**config.mk**
```make
export PLATFORM = sky130hd
export DESIGN_NAME = mei_core
export DESIGN_NICKNAME = d
export VERILOG_FILES = /design/src/hw/mei_pkg.sv /design/src/hw/mei_core.sv /design/src/hw/mei_phase_src.sv
export SDC_FILE = /design/constraint.sdc
export NUM_CORES = 1
export LEC_CHECK = 0
export ABC_AREA = 1
export BUFFER_PORTS_ARGS = -buffer_cell sky130_fd_sc_hd__buf_4
export CORE_MARGIN = 2
export CORE_UTILIZATION = 53
export DETAILED_ROUTE_END_ITERATION = 12
export GPL_TIMING_DRIVEN = 0
export PLACE_DENSITY = 0.78
export SYNTH_ARGS = -nofsm -noshare
export SYNTH_HDL_FRONTEND = slang
export SYNTH_SLANG_ARGS = --single-unit
```
**constraint.sdc**
```tcl
create_clock -name sys_clk -period 1.65 [get_ports sys_clk]
set_clock_uncertainty 0.15 [all_clocks]
set_input_delay 0.165 -clock sys_clk [delete_from_list [all_inputs] [get_ports sys_clk]]
set_output_delay 0.165 -clock sys_clk [all_outputs]
set_load 0.01 [all_outputs]
```
**src/hw/mei_pkg.sv**
```systemverilog
/*
 * constants for the metering event interrupt mask block: register offsets,
 * field positions, reset values, bus widths.
 * assumes a single 100 MHz clock and a 32-bit APB register bus.
 */
// How it works
// - mask bits 5..8 gate the missing crossing events of voltage C and currents A, B, C.
// - mask bits 9..11 gate the detected crossing events of voltages A, B, C.
// - mask bits 12..14 gate the detected crossing events of currents A, B, C.
// - the reset-complete event always interrupts and mask bit 15 is storage only.
// - mask bit 16 gates the voltage dip event whose phases show in source bits 14:12.
// - mask bit 17 gates the overcurrent event whose phases show in source bits 5:3.
// - mask bit 18 gates the overvoltage event whose phases show in source bits 11:9.
// - mask bit 19 gates the phase order fault, a rising A crossing next followed by C instead of B.
// - mask bit 20 gates the neutral imbalance event and does nothing on parts without neutral.
// - mask bit 23 gates the end of the current peak window.
// - mask bit 24 gates the end of the voltage peak window.
// - bits 22:21 and 31:25 are reserved zero and every mask bit resets to zero.
// - each dip source bit is set when its phase raised the dip flag at status bit 16.
package mei_pkg;
   localparam int          DATA_W         = 32;
   localparam int          ADDR_W         = 8;
   localparam int          SAMPLE_W       = 28;
   // register byte offsets
   localparam logic [7:0]  OFS_MASK       = 8'h00;
   localparam logic [7:0]  OFS_FLAGS      = 8'h04;
   localparam logic [7:0]  OFS_PHSRC      = 8'h08;
   localparam logic [7:0]  OFS_THRESH     = 8'h0C;
   // mask and flag positions
   localparam int          BIT_TOVC       = 5;
   localparam int          BIT_TOI_LSB    = 6;
   localparam int          BIT_ZXV_LSB    = 9;
   localparam int          BIT_ZXI_LSB    = 12;
   localparam int          BIT_RST_END    = 15;
   localparam int          BIT_DIP        = 16;
   localparam int          BIT_OC         = 17;
   localparam int          BIT_HV         = 18;
   localparam int          BIT_SEQ        = 19;
   localparam int          BIT_MISM       = 20;
   localparam int          BIT_IPK        = 23;
   localparam int          BIT_VPK        = 24;
   // phase source fields
   localparam int          SRC_OC_LSB     = 3;
   localparam int          SRC_HV_LSB     = 9;
   localparam int          SRC_DIP_LSB    = 12;
   // writable / implemented bits and reset values
   localparam logic [31:0] MASK_DEFINED   = 32'h019F_FFE0;
   localparam logic [31:0] MASK_RESET     = 32'h0000_0000;
   localparam logic [31:0] FLAGS_RESET    = 32'h0000_0000;
   localparam logic [27:0] THRESH_RESET   = 28'h000_0000;
endpackage

```
**src/hw/mei_core.sv**
```systemverilog
/*
 * metering event interrupt mask block: event flags, enable mask, phase
 * source register, phase order checker, neutral imbalance comparator and
 * an APB slave for all of it.
 * assumes event inputs are one-cycle pulses from logic on sys_clk.
 */
// Design decisions made here: the placing of the registers and register access over APB.
`timescale 1ns/1ps
`default_nettype none
module mei_core
   import mei_pkg::*;
#(
   parameter bit HAS_NEUTRAL = 1'b1
) (
   // clock and reset
   input  wire logic                sys_clk,
   input  wire logic                rst_n,
   // apb slave
   input  wire logic                psel,
   input  wire logic                penable,
   input  wire logic                pwrite,
   input  wire logic [ADDR_W-1:0]   paddr,
   input  wire logic [DATA_W-1:0]   pwdata,
   output logic                     pready,
   output logic                     pslverr,
   output logic [DATA_W-1:0]        prdata,
   // missing crossing events
   input  wire logic                volt_c_timeout,
   input  wire logic [2:0]          curr_timeout,
   // detected crossing events, one bit per phase a..c
   input  wire logic [2:0]          volt_cross,
   input  wire logic [2:0]          curr_cross,
   // rising voltage crossings for the phase order check
   input  wire logic [2:0]          volt_rise,
   // reset completion
   input  wire logic                reset_complete_event,
   // per-phase level events
   input  wire logic [2:0]          dip_phase,
   input  wire logic [2:0]          overcurrent_phase,
   input  wire logic [2:0]          high_voltage_phase,
   // neutral imbalance inputs
   input  wire logic                sample_valid,
   input  wire logic [SAMPLE_W-1:0] phase_current_sum,
   input  wire logic [SAMPLE_W-1:0] neutral_current_sample,
   // peak window ends
   input  wire logic                current_peak_done,
   input  wire logic                voltage_peak_done,
   // interrupt request
   output logic                     irq
);
   typedef enum logic [0:0] {
      MEI_SEQ_IDLE,
      MEI_SEQ_AFTER_A
   } mei_seq_e;

   // registers
   logic [31:0]         event_interrupt_enable_mask_r;
   logic [31:0]         flags_r;
   logic [SAMPLE_W-1:0] mismatch_threshold_r;
   logic [DATA_W-1:0]   prdata_r;
   logic                pslverr_r;
   mei_seq_e            seq_r;
   mei_seq_e            seq_nxt;

   // bus decode
   logic                setup;
   logic                wr_acc;
   logic                hit_mask;
   logic                hit_flags;
   logic                hit_phsrc;
   logic                hit_thresh;
   logic                mapped;
   logic [31:0]         flag_clr;

   // event vectors
   logic [31:0]         flag_set;
   logic                seq_fault;
   logic                imbalance;
   logic [SAMPLE_W-1:0] abs_sum;
   logic [SAMPLE_W-1:0] abs_neut;
   logic [SAMPLE_W-1:0] mag_diff;

   // phase source instances
   logic                dip_flag;
   logic                oc_flag;
   logic                hv_flag;
   logic [2:0]          dip_src;
   logic [2:0]          oc_src;
   logic [2:0]          hv_src;
   logic [31:0]         phsrc;
   logic [31:0]         flags_all;
   logic [31:0]         mask_eff;

   // ---------------------------------------------------------------- bus

   assign setup      = psel & ~penable;
   assign wr_acc     = psel & penable & pwrite;
   assign hit_mask   = (paddr == OFS_MASK);
   assign hit_flags  = (paddr == OFS_FLAGS);
   assign hit_phsrc  = (paddr == OFS_PHSRC);
   assign hit_thresh = (paddr == OFS_THRESH);
   assign mapped     = hit_mask | hit_flags | hit_phsrc | hit_thresh;

   // zero wait states: read data is fetched in the setup cycle
   assign pready     = 1'b1;
   assign prdata     = prdata_r;
   assign pslverr    = pslverr_r;

   always_ff @(posedge sys_clk or negedge rst_n) begin
      if (!rst_n) begin
         prdata_r <= 32'h0000_0000;
      end else if (setup) begin
         if (pwrite) begin
            prdata_r <= 32'h0000_0000;
         end else if (hit_mask) begin
            prdata_r <= event_interrupt_enable_mask_r;
         end else if (hit_flags) begin
            prdata_r <= flags_all;
         end else if (hit_phsrc) begin
            prdata_r <= phsrc;
         end else if (hit_thresh) begin
            prdata_r <= {{(DATA_W-SAMPLE_W){1'b0}}, mismatch_threshold_r};
         end else begin
            prdata_r <= 32'h0000_0000;
         end
      end
   end

   always_ff @(posedge sys_clk or negedge rst_n) begin
      if (!rst_n) begin
         pslverr_r <= 1'b0;
      end else if (setup) begin
         pslverr_r <= ~mapped;
      end
   end

   // only defined bits store; reserved bits stay zero
   always_ff @(posedge sys_clk or negedge rst_n) begin
      if (!rst_n) begin
         event_interrupt_enable_mask_r <= MASK_RESET;
      end else if (wr_acc && hit_mask) begin
         event_interrupt_enable_mask_r <= pwdata & MASK_DEFINED;
      end
   end

   always_ff @(posedge sys_clk or negedge rst_n) begin
      if (!rst_n) begin
         mismatch_threshold_r <= THRESH_RESET;
      end else if (wr_acc && hit_thresh) begin
         mismatch_threshold_r <= pwdata[SAMPLE_W-1:0];
      end
   end

   // flags clear by writing one
   assign flag_clr = (wr_acc && hit_flags) ? pwdata : 32'h0000_0000;

   // ---------------------------------------------------------------- events

   // phase order: after a rising A, a rising C before the next rising B is a fault
   always_comb begin
      seq_nxt   = seq_r;
      seq_fault = 1'b0;
      unique case (seq_r)
         MEI_SEQ_IDLE: begin
            if (volt_rise[0]) begin
               seq_nxt = MEI_SEQ_AFTER_A;
            end
         end
         MEI_SEQ_AFTER_A: begin
            if (volt_rise[2] && !volt_rise[1]) begin
               seq_fault = 1'b1;
               seq_nxt   = volt_rise[0] ? MEI_SEQ_AFTER_A : MEI_SEQ_IDLE;
            end else if (volt_rise[1]) begin
               seq_nxt   = volt_rise[0] ? MEI_SEQ_AFTER_A : MEI_SEQ_IDLE;
            end
         end
      endcase
   end

   always_ff @(posedge sys_clk or negedge rst_n) begin
      if (!rst_n) begin
         seq_r <= MEI_SEQ_IDLE;
      end else begin
         seq_r <= seq_nxt;
      end
   end

   // neutral imbalance: ||sum| - |neutral|| against the threshold
   assign abs_sum  = phase_current_sum[SAMPLE_W-1] ? (~phase_current_sum + 1'b1) : phase_current_sum;
   assign abs_neut = neutral_current_sample[SAMPLE_W-1] ? (~neutral_current_sample + 1'b1)
                                                        : neutral_current_sample;
   assign mag_diff = (abs_sum >= abs_neut) ? (abs_sum - abs_neut) : (abs_neut - abs_sum);
   // variants without a neutral channel never raise it
   assign imbalance = HAS_NEUTRAL & sample_valid & (mag_diff > mismatch_threshold_r);

   always_comb begin
      flag_set                          = 32'h0000_0000;
      flag_set[BIT_TOVC]                = volt_c_timeout;
      flag_set[BIT_TOI_LSB +: 3]        = curr_timeout;
      flag_set[BIT_ZXV_LSB +: 3]        = volt_cross;
      flag_set[BIT_ZXI_LSB +: 3]        = curr_cross;
      flag_set[BIT_RST_END]             = reset_complete_event;
      flag_set[BIT_SEQ]                 = seq_fault;
      flag_set[BIT_MISM]                = imbalance;
      flag_set[BIT_IPK]                 = current_peak_done;
      flag_set[BIT_VPK]                 = voltage_peak_done;
   end

   // a set arriving with its clear wins
   always_ff @(posedge sys_clk or negedge rst_n) begin
      if (!rst_n) begin
         flags_r <= FLAGS_RESET;
      end else begin
         flags_r <= (flags_r & ~flag_clr) | flag_set;
      end
   end

   // the three per-phase events keep their own sources
   mei_phase_src u_dip (
      .sys_clk   (sys_clk),
      .rst_n     (rst_n),
      .phase_hit (dip_phase),
      .clr       (flag_clr[BIT_DIP]),
      .flag_r    (dip_flag),
      .src_r     (dip_src)
   );

   mei_phase_src u_oc (
      .sys_clk   (sys_clk),
      .rst_n     (rst_n),
      .phase_hit (overcurrent_phase),
      .clr       (flag_clr[BIT_OC]),
      .flag_r    (oc_flag),
      .src_r     (oc_src)
   );

   mei_phase_src u_hv (
      .sys_clk   (sys_clk),
      .rst_n     (rst_n),
      .phase_hit (high_voltage_phase),
      .clr       (flag_clr[BIT_HV]),
      .flag_r    (hv_flag),
      .src_r     (hv_src)
   );

   always_comb begin
      phsrc                       = 32'h0000_0000;
      phsrc[SRC_DIP_LSB +: 3]     = dip_src;
      phsrc[SRC_OC_LSB +: 3]      = oc_src;
      phsrc[SRC_HV_LSB +: 3]      = hv_src;
   end

   always_comb begin
      flags_all          = flags_r & MASK_DEFINED;
      flags_all[BIT_DIP] = dip_flag;
      flags_all[BIT_OC]  = oc_flag;
      flags_all[BIT_HV]  = hv_flag;
   end

   // ---------------------------------------------------------------- request

   // bit 15 is dropped from the gate, reset completion is forced instead
   always_comb begin
      mask_eff              = event_interrupt_enable_mask_r & MASK_DEFINED;
      mask_eff[BIT_RST_END] = 1'b1;
      mask_eff[BIT_MISM]    = HAS_NEUTRAL & event_interrupt_enable_mask_r[BIT_MISM];
   end

   assign irq = |(flags_all & mask_eff);
endmodule
`default_nettype wire

```
**src/hw/mei_phase_src.sv**
```systemverilog
/*
 * one sticky event flag with its three phase source bits.
 * assumes event and phase inputs are single-cycle pulses on sys_clk.
 */
`timescale 1ns/1ps
`default_nettype none
module mei_phase_src (
   // clock and reset
   input  wire logic       sys_clk,
   input  wire logic       rst_n,
   // event side
   input  wire logic [2:0] phase_hit,
   // software clear of the flag
   input  wire logic       clr,
   // state
   output logic            flag_r,
   output logic [2:0]      src_r
);
   logic hit;

   assign hit = |phase_hit;

   // a new hit in the clear cycle survives
   always_ff @(posedge sys_clk or negedge rst_n) begin
      if (!rst_n) begin
         flag_r <= 1'b0;
      end else if (hit) begin
         flag_r <= 1'b1;
      end else if (clr) begin
         flag_r <= 1'b0;
      end
   end

   // sources pile up while the flag stands and vanish with it
   always_ff @(posedge sys_clk or negedge rst_n) begin
      if (!rst_n) begin
         src_r <= 3'h0;
      end else if (clr) begin
         src_r <= phase_hit;
      end else begin
         src_r <= src_r | phase_hit;
      end
   end
endmodule
`default_nettype wire

```
; Yosys cells after proc, flatten, opt, wreduce, memory -nomap -nowiden
; Index checks and enable logic that the tools add are counted.
[classes]
bitwise = 19
muxes = 24
n_addsub = 4
n_eq_ne = 3
magnitude_cmp = 2
reduce_logical = 13
[ops]
columns = operator, count
row1 = 2-to-1 mux 28 bit, 5
row2 = 2-to-1 mux 32 bit, 4
row3 = adder 28 x 1 -> 28 bit (second input constant), 2
row4 = inverter 28 bit, 2
row5 = subtractor 28 bit, 2
row6 = bitwise AND 32 bit, 1
row7 = inverter 32 bit, 1
row8 = OR 32 x 25 -> 32 bit, 1
row9 = OR reduction 32 bit, 1
row10 = >= comparator 28 bit, 1
row11 = > comparator 28 bit, 1
row12 = bitwise AND 25 bit, 1
row13 = == test 8 x 4 -> 1 bit (second input constant), 2
row14 = 2-to-1 mux 1 bit, 11
row15 = 2-to-1 mux 3 bit, 3
row16 = OR 3 bit, 3
row17 = OR reduction 3 bit, 3
row18 = == test 8 x 3 -> 1 bit (second input constant), 1
row19 = logical NOT 8 bit, 1
row20 = nonzero test 2 bit, 3
row21 = bitwise AND 1 bit, 4
row22 = logical AND 1 bit, 4
row23 = inverter 1 bit, 3
row24 = OR 1 bit, 3
row25 = other kinds (2), 2
[totals]
output_inout_bits = 35
ff_bits = 124

; Longest topological paths before layout
[logic_depth]
depth_word = 8
depth_mapped = 33
depth_no_buf = 32

; By module
; A second synthesis with hierarchy kept.
[hier_totals]
hier_cells = 1773
area_unflattened_um2 = 11040.6
[by_module_without_submodules]
columns = mod, area_per_inst_um2, cells_per_inst, seq_area_each_um2, n_inst
row1 = mei_core, 10590.2, 1722, 2277.2, 1
row2 = mei_phase_src, 150.1, 17, 100.1, 3

; Least setup slack after synthesis
; OpenSTA, ideal clock, no wires.
[synth_timing]
kind = input port to flip-flop
startpoint = input port neutral_current_sample[0]
endpoint = register flags_r[20]
slack_ns = -2.338
path_buffers = 1
t_arrival_ns = 3.718
stages = 27
required_time_ns = 1.379
path_cell_list = inv_1 > ha_1 > nand4_1 > nor2_1 > nand3_1 > o21ai_2 > xor2_1 > inv_1 > ha_1 > buf_6 > nand2_2 > inv_1 > a21oi_2 > nand2_1 > a21oi_4 > nand2_2 > nor2_4 > nand3_1 > nand2_1 > inv_1 > ha_1 > nand4_1 > or2_2 > nor3_1 > a31oi_1 > nand2_1 > nand2_1
[synth_between]
elab_chain_cells = 8
[synth_lines]
columns = item, line
row1 = from (decl), mei_core.sv:44  ; input wire logic [SAMPLE_W-1:0] neutral_current_sample,
row2 = inverter 28 bit, mei_core.sv:190  ; assign abs_neut = neutral_current_sample[SAMPLE_W-1] ? (~neutral_current_sample + 1'b1)
row3 = adder 28 x 1 -> 28 bit, mei_core.sv:190
row4 = 2-to-1 mux 28 bit *, mei_core.sv:190
row5 = subtractor 28 bit or >= comparator 28 bit (tied branches), mei_core.sv:192  ; assign mag_diff = (abs_sum >= abs_neut) ? (abs_sum - abs_neut) : (abs_neut - abs_sum);
row6 = 2-to-1 mux 28 bit *, mei_core.sv:192
row7 = > comparator 28 bit *, mei_core.sv:194  ; assign imbalance = HAS_NEUTRAL & sample_valid & (mag_diff > mismatch_threshold_r);
row8 = bitwise AND 1 bit *, mei_core.sv:194
row9 = OR 32 x 25 -> 32 bit *, mei_core.sv:214  ; flags_r <= (flags_r & ~flag_clr) | flag_set;
row10 = to (signal assigned), mei_core.sv:214
row11 = to (decl), mei_core.sv:58  ; logic [31:0] flags_r;
; Mark *: on every way between the ends. The rest lies on a longest branch, timed or not.
; A chain may end at the register's enable or synchronous reset.

; Worst setup path after layout
[layout_timing]
startpoint = input port phase_current_sum[2]
endpoint = register flags_r[20]
[layout_between]
elab_chain_cells = 8
[layout_lines]
columns = item, line
row1 = from (decl), mei_core.sv:43  ; input wire logic [SAMPLE_W-1:0] phase_current_sum,
row2 = inverter 28 bit, mei_core.sv:189  ; assign abs_sum = phase_current_sum[SAMPLE_W-1] ? (~phase_current_sum + 1'b1) : phase_current_sum;
row3 = adder 28 x 1 -> 28 bit, mei_core.sv:189
row4 = 2-to-1 mux 28 bit *, mei_core.sv:189
row5 = subtractor 28 bit or >= comparator 28 bit (tied branches), mei_core.sv:192
row6 = 2-to-1 mux 28 bit *, mei_core.sv:192
row7 = > comparator 28 bit *, mei_core.sv:194
row8 = bitwise AND 1 bit *, mei_core.sv:194
row9 = OR 32 x 25 -> 32 bit *, mei_core.sv:214
; Marks and branches as above.

==> impl_metrics.env <==
export IMPL_cpLargestDelayFamily="simple AND/OR/NAND/NOR gates"
export IMPL_max_stage_delay_ns=0.27
export IMPL_ys_top_cells_by_count="nand2_1 (481), inv_1 (310), nor2_1 (144)"
export IMPL_use_met3=0.0423
export IMPL_start_util=0.544
export IMPL_grt_max_degree=104
export IMPL_dpl_hpwl_um=27700
export IMPL_min_from="pwdata[20]"
export IMPL_avgRoutedWirePerCell_um=16.8
export IMPL_clockBufferDepth=2
export IMPL_worstHoldPathType="in -> reg"
export IMPL_status="finished, violations left"
export IMPL_cellPowerDensity_nw_per_um2=730
export IMPL_ys_flop_type="dfrtp_1"
export IMPL_critPathRequiredTime_ns=1.74
export IMPL_crit_slowest_cell="ha_4"
export IMPL_synth_top_area_share=0.242
export IMPL_drc=0
export IMPL_yosysWarningCount=0
export IMPL_placed_area_um2=12200
export IMPL_first_pass_iters=6
export IMPL_final_antenna_net_count=0
export IMPL_overflow=0
export IMPL_h_tree_depth=3
export IMPL_yosys_register_bits=103
export IMPL_grt_pass1_vias=12200
export IMPL_syn_area_um2=10700
export IMPL_final_min_clock_period_ns=4.13
export IMPL_ys_top_cells_by_area="dfrtp_1 (24%), nand2_1 (17%), inv_1 (11%)"
export IMPL_synthCells=1696
export IMPL_power_total_mw=10.7
export IMPL_grt_busiest_layer="met2"
export IMPL_clock_sinks=103
export IMPL_grt_pass1_wl_um=58400
export IMPL_rows=51
export IMPL_drv_slew=0
export IMPL_grtUsageTotal=0.339
export IMPL_fin_ws_ns=-2.48
export IMPL_avgSynthCellArea_um2=6.28
export IMPL_synth_distinct_cells=51
export IMPL_syn_to_final_growth_pct=36.9
export IMPL_rsz0062_at_grt="true"
export IMPL_place_congestion=0.966
export IMPL_ctsRootBufferMaster="clkbuf_16"
export IMPL_cts_tree="built"
export IMPL_synth_top_area_cell="dfrtp_1"
export IMPL_insertion_delay_ns=0.35
export IMPL_design_area_um2=14600
export IMPL_p_leak_nw=7.79
export IMPL_grt_util_met2=0.616
export IMPL_cts_clk_slew_worst_paths_ns=0.07
export IMPL_min_period_over_period=2.50
export IMPL_post_drt_via_cell_ratio=5.50
export IMPL_hold_viol_final=0
export IMPL_worstSetupEndpointType="flop"
export IMPL_crit_path_max_fanout=5
export IMPL_dr_first_iter_drc_count=1047
export IMPL_maxSlewHeadroom=0.382
export IMPL_die_w_um=146
export IMPL_peakVddDrop_uv=499
export IMPL_use_met1=0.369
export IMPL_antenna_cells=0
export IMPL_numCtsBuffers=9
export IMPL_cp_arrival_ns=4.22
export IMPL_dieArea_um2=21300
export IMPL_vias=12300
export IMPL_drive_gt1_frac=0.244
export IMPL_ys_seq_area_frac=0.242
export IMPL_antenna_found_initial=0
export IMPL_crit_reg2reg_launch="mismatch_threshold_r[23]"
export IMPL_cap_violations=0
export IMPL_ios=162
export IMPL_setup_tns_ns=-4.16
export IMPL_max_clock_freq_mhz=242
export IMPL_synthArstFlopShare=1.00
export IMPL_wirelength_um=37700
export IMPL_core_area_um2=19600
export IMPL_fin_nets=2186
export IMPL_max_slew_worst_pin_slew_ns=0.926
export IMPL_crit_type="in -> reg"
export IMPL_violations="setup timing"
export IMPL_setup_viol=29
export IMPL_startpoint="phase_current_sum[2]"
export IMPL_io_buffers=151
export IMPL_yosysMostFrequentCell="nand2_1"
export IMPL_synth_enable_flop_cells=0
export IMPL_crit_buf_inv=4
export IMPL_dieHeight_um=146
export IMPL_critPathLaunchType="primary input"
[placed cells by master (no fill, tap or decap), types with 5 or more instances in the layout]
master           n
inv_2           14
nor2_4          15
nor2_2          13
nand2_1        447
a21oi_2         15
a21oi_1         57
xor2_2          17
ha_1            57
nand4_1         32
clkbuf_16        9
conb_1           5
nor2_1         123
buf_4          213
or2_2           12
nand3_2         19
o221ai_1        12
o22ai_1          8
xnor2_1         10
clkbuf_1         8
clkbuf_2        12
buf_6           13
o21ai_1         14
o21ai_4          5
o21ai_2          6
a21o_1           5
o21bai_1        22
o21ai_0        108
nand3_1         76
nand2_4          7
xor2_1          33
inv_1          300
nand2_2         34
dfrtp_1        103
nor3_1           7
dlygate4sd3_1   43
buf_8            5
ha_4            28
[layer usage]
layer / vias to the layer above / share of wire
li1: 5894 / -
met1: 5614 / 0.36
met2: 625 / 0.50
met3: 193 / 0.065
met4: 0 / 0.073
met5: - / 0
[worst reg2reg max path, delay by kind of cell, from the launching register on]
kind	cells	cell delay, ns
AO/OA/AOI/OAI	4	0.59
flip-flops	1	0.39
adder cells (fa/ha/maj)	1	0.23
AND/OR/NAND/NOR	3	0.19
buffers and inverters	1	0.15
[flip-flops by register name, indices dropped and copies added (netlist names)]
| signal | flops |
|---|---|
| u_oc.src_r | 3 |
| pslverr | 1 |
| u_hv.src_r | 3 |
| u_oc.flag_r | 1 |
| u_dip.src_r | 3 |
| u_hv.flag_r | 1 |
| flags_r | 15 |
| mismatch_threshold_r | 28 |
| seq_r | 1 |
| u_dip.flag_r | 1 |
| prdata | 28 |
| event_interrupt_enable_mask_r | 18 |
[kinds of logic (layout without fill, tap and decap cells)]
| logic type | count (synthesis) | in the layout | share of synthesized area |
|---|---|---|---|
| simple gates | 804 | 805 | 0.318 |
| xor+xnor | 61 | 61 | 0.0501 |
| other cells | 2 | 5 | 0.000705 |
| mux | 1 | 1 | 0.00106 |
| fa+ha+maj | 87 | 87 | 0.104 |
| buf+inv | 362 | 639 | 0.134 |
| compound gates | 276 | 276 | 0.150 |
| flops | 103 | 103 | 0.242 |
[stage by stage]
| step | setup slack, ns | instances | hold slack, ns | util |
|---|---|---|---|---|
| after floorplan | -2.16 | 1699 | -0.281 | - |
| after global placement | -3.06 | 2115 | 0.205 | 0.625 |
| after detailed placement | -3.15 | 2115 | 0.206 | 0.625 |
| after CTS | -2.27 | 2222 | -0.00396 | 0.714 |
| after global routing | -2.79 | 2242 | 0.000766 | 0.745 |
| final | -2.48 | 2242 | 0.000671 | 0.745 |
[power by group]
group	internal [mW]	switching, mW
Combinational	2.50	3.50
Sequential	2.56	0.0267
Clock	1.09	0.986
[final cells by class]
type | count | area, µm²
repair buffers | 264 | 2180
well taps | 265 | 332
multi-input cells | 1235 | 7720
fillers | 1549 | 5000
clock buffers | 10 | 239
inverters | 318 | 1220
plain buffers | 41 | 282
flip-flops and latches | 103 | 2580
clock inverters | 6 | 52.6
[timing repair]
| action | in CTS | in global routing |
|---|---|---|
| endpoints found under the hold margin | 56 | 103 |
| pin swaps | 63 | 54 |
| hold buffers | 42 | 1 |
| resized for setup | 144 | 109 |
| setup buffers | 48 | 20 |
| gates cloned | 3 | 0 |
| setup endpoints to repair | 64 | 82 |
[worst paths after layout]
check | end | slack [ns] | depth (start not counted)
setup / recovery | flags_r[20] | -2.48 | 30
hold / removal | mismatch_threshold_r[20] | 0.0007 | 3
setup reg to reg | flags_r[20] | -0.16 | 9
hold reg to reg | prdata[17] | 0.33 | 2
max in group asynchronous | event_interrupt_enable_mask_r[6] | 0.37 | 2
min in group asynchronous | event_interrupt_enable_mask_r[12] | 0.34 | 2
Power figures use the tool's default switching activity.
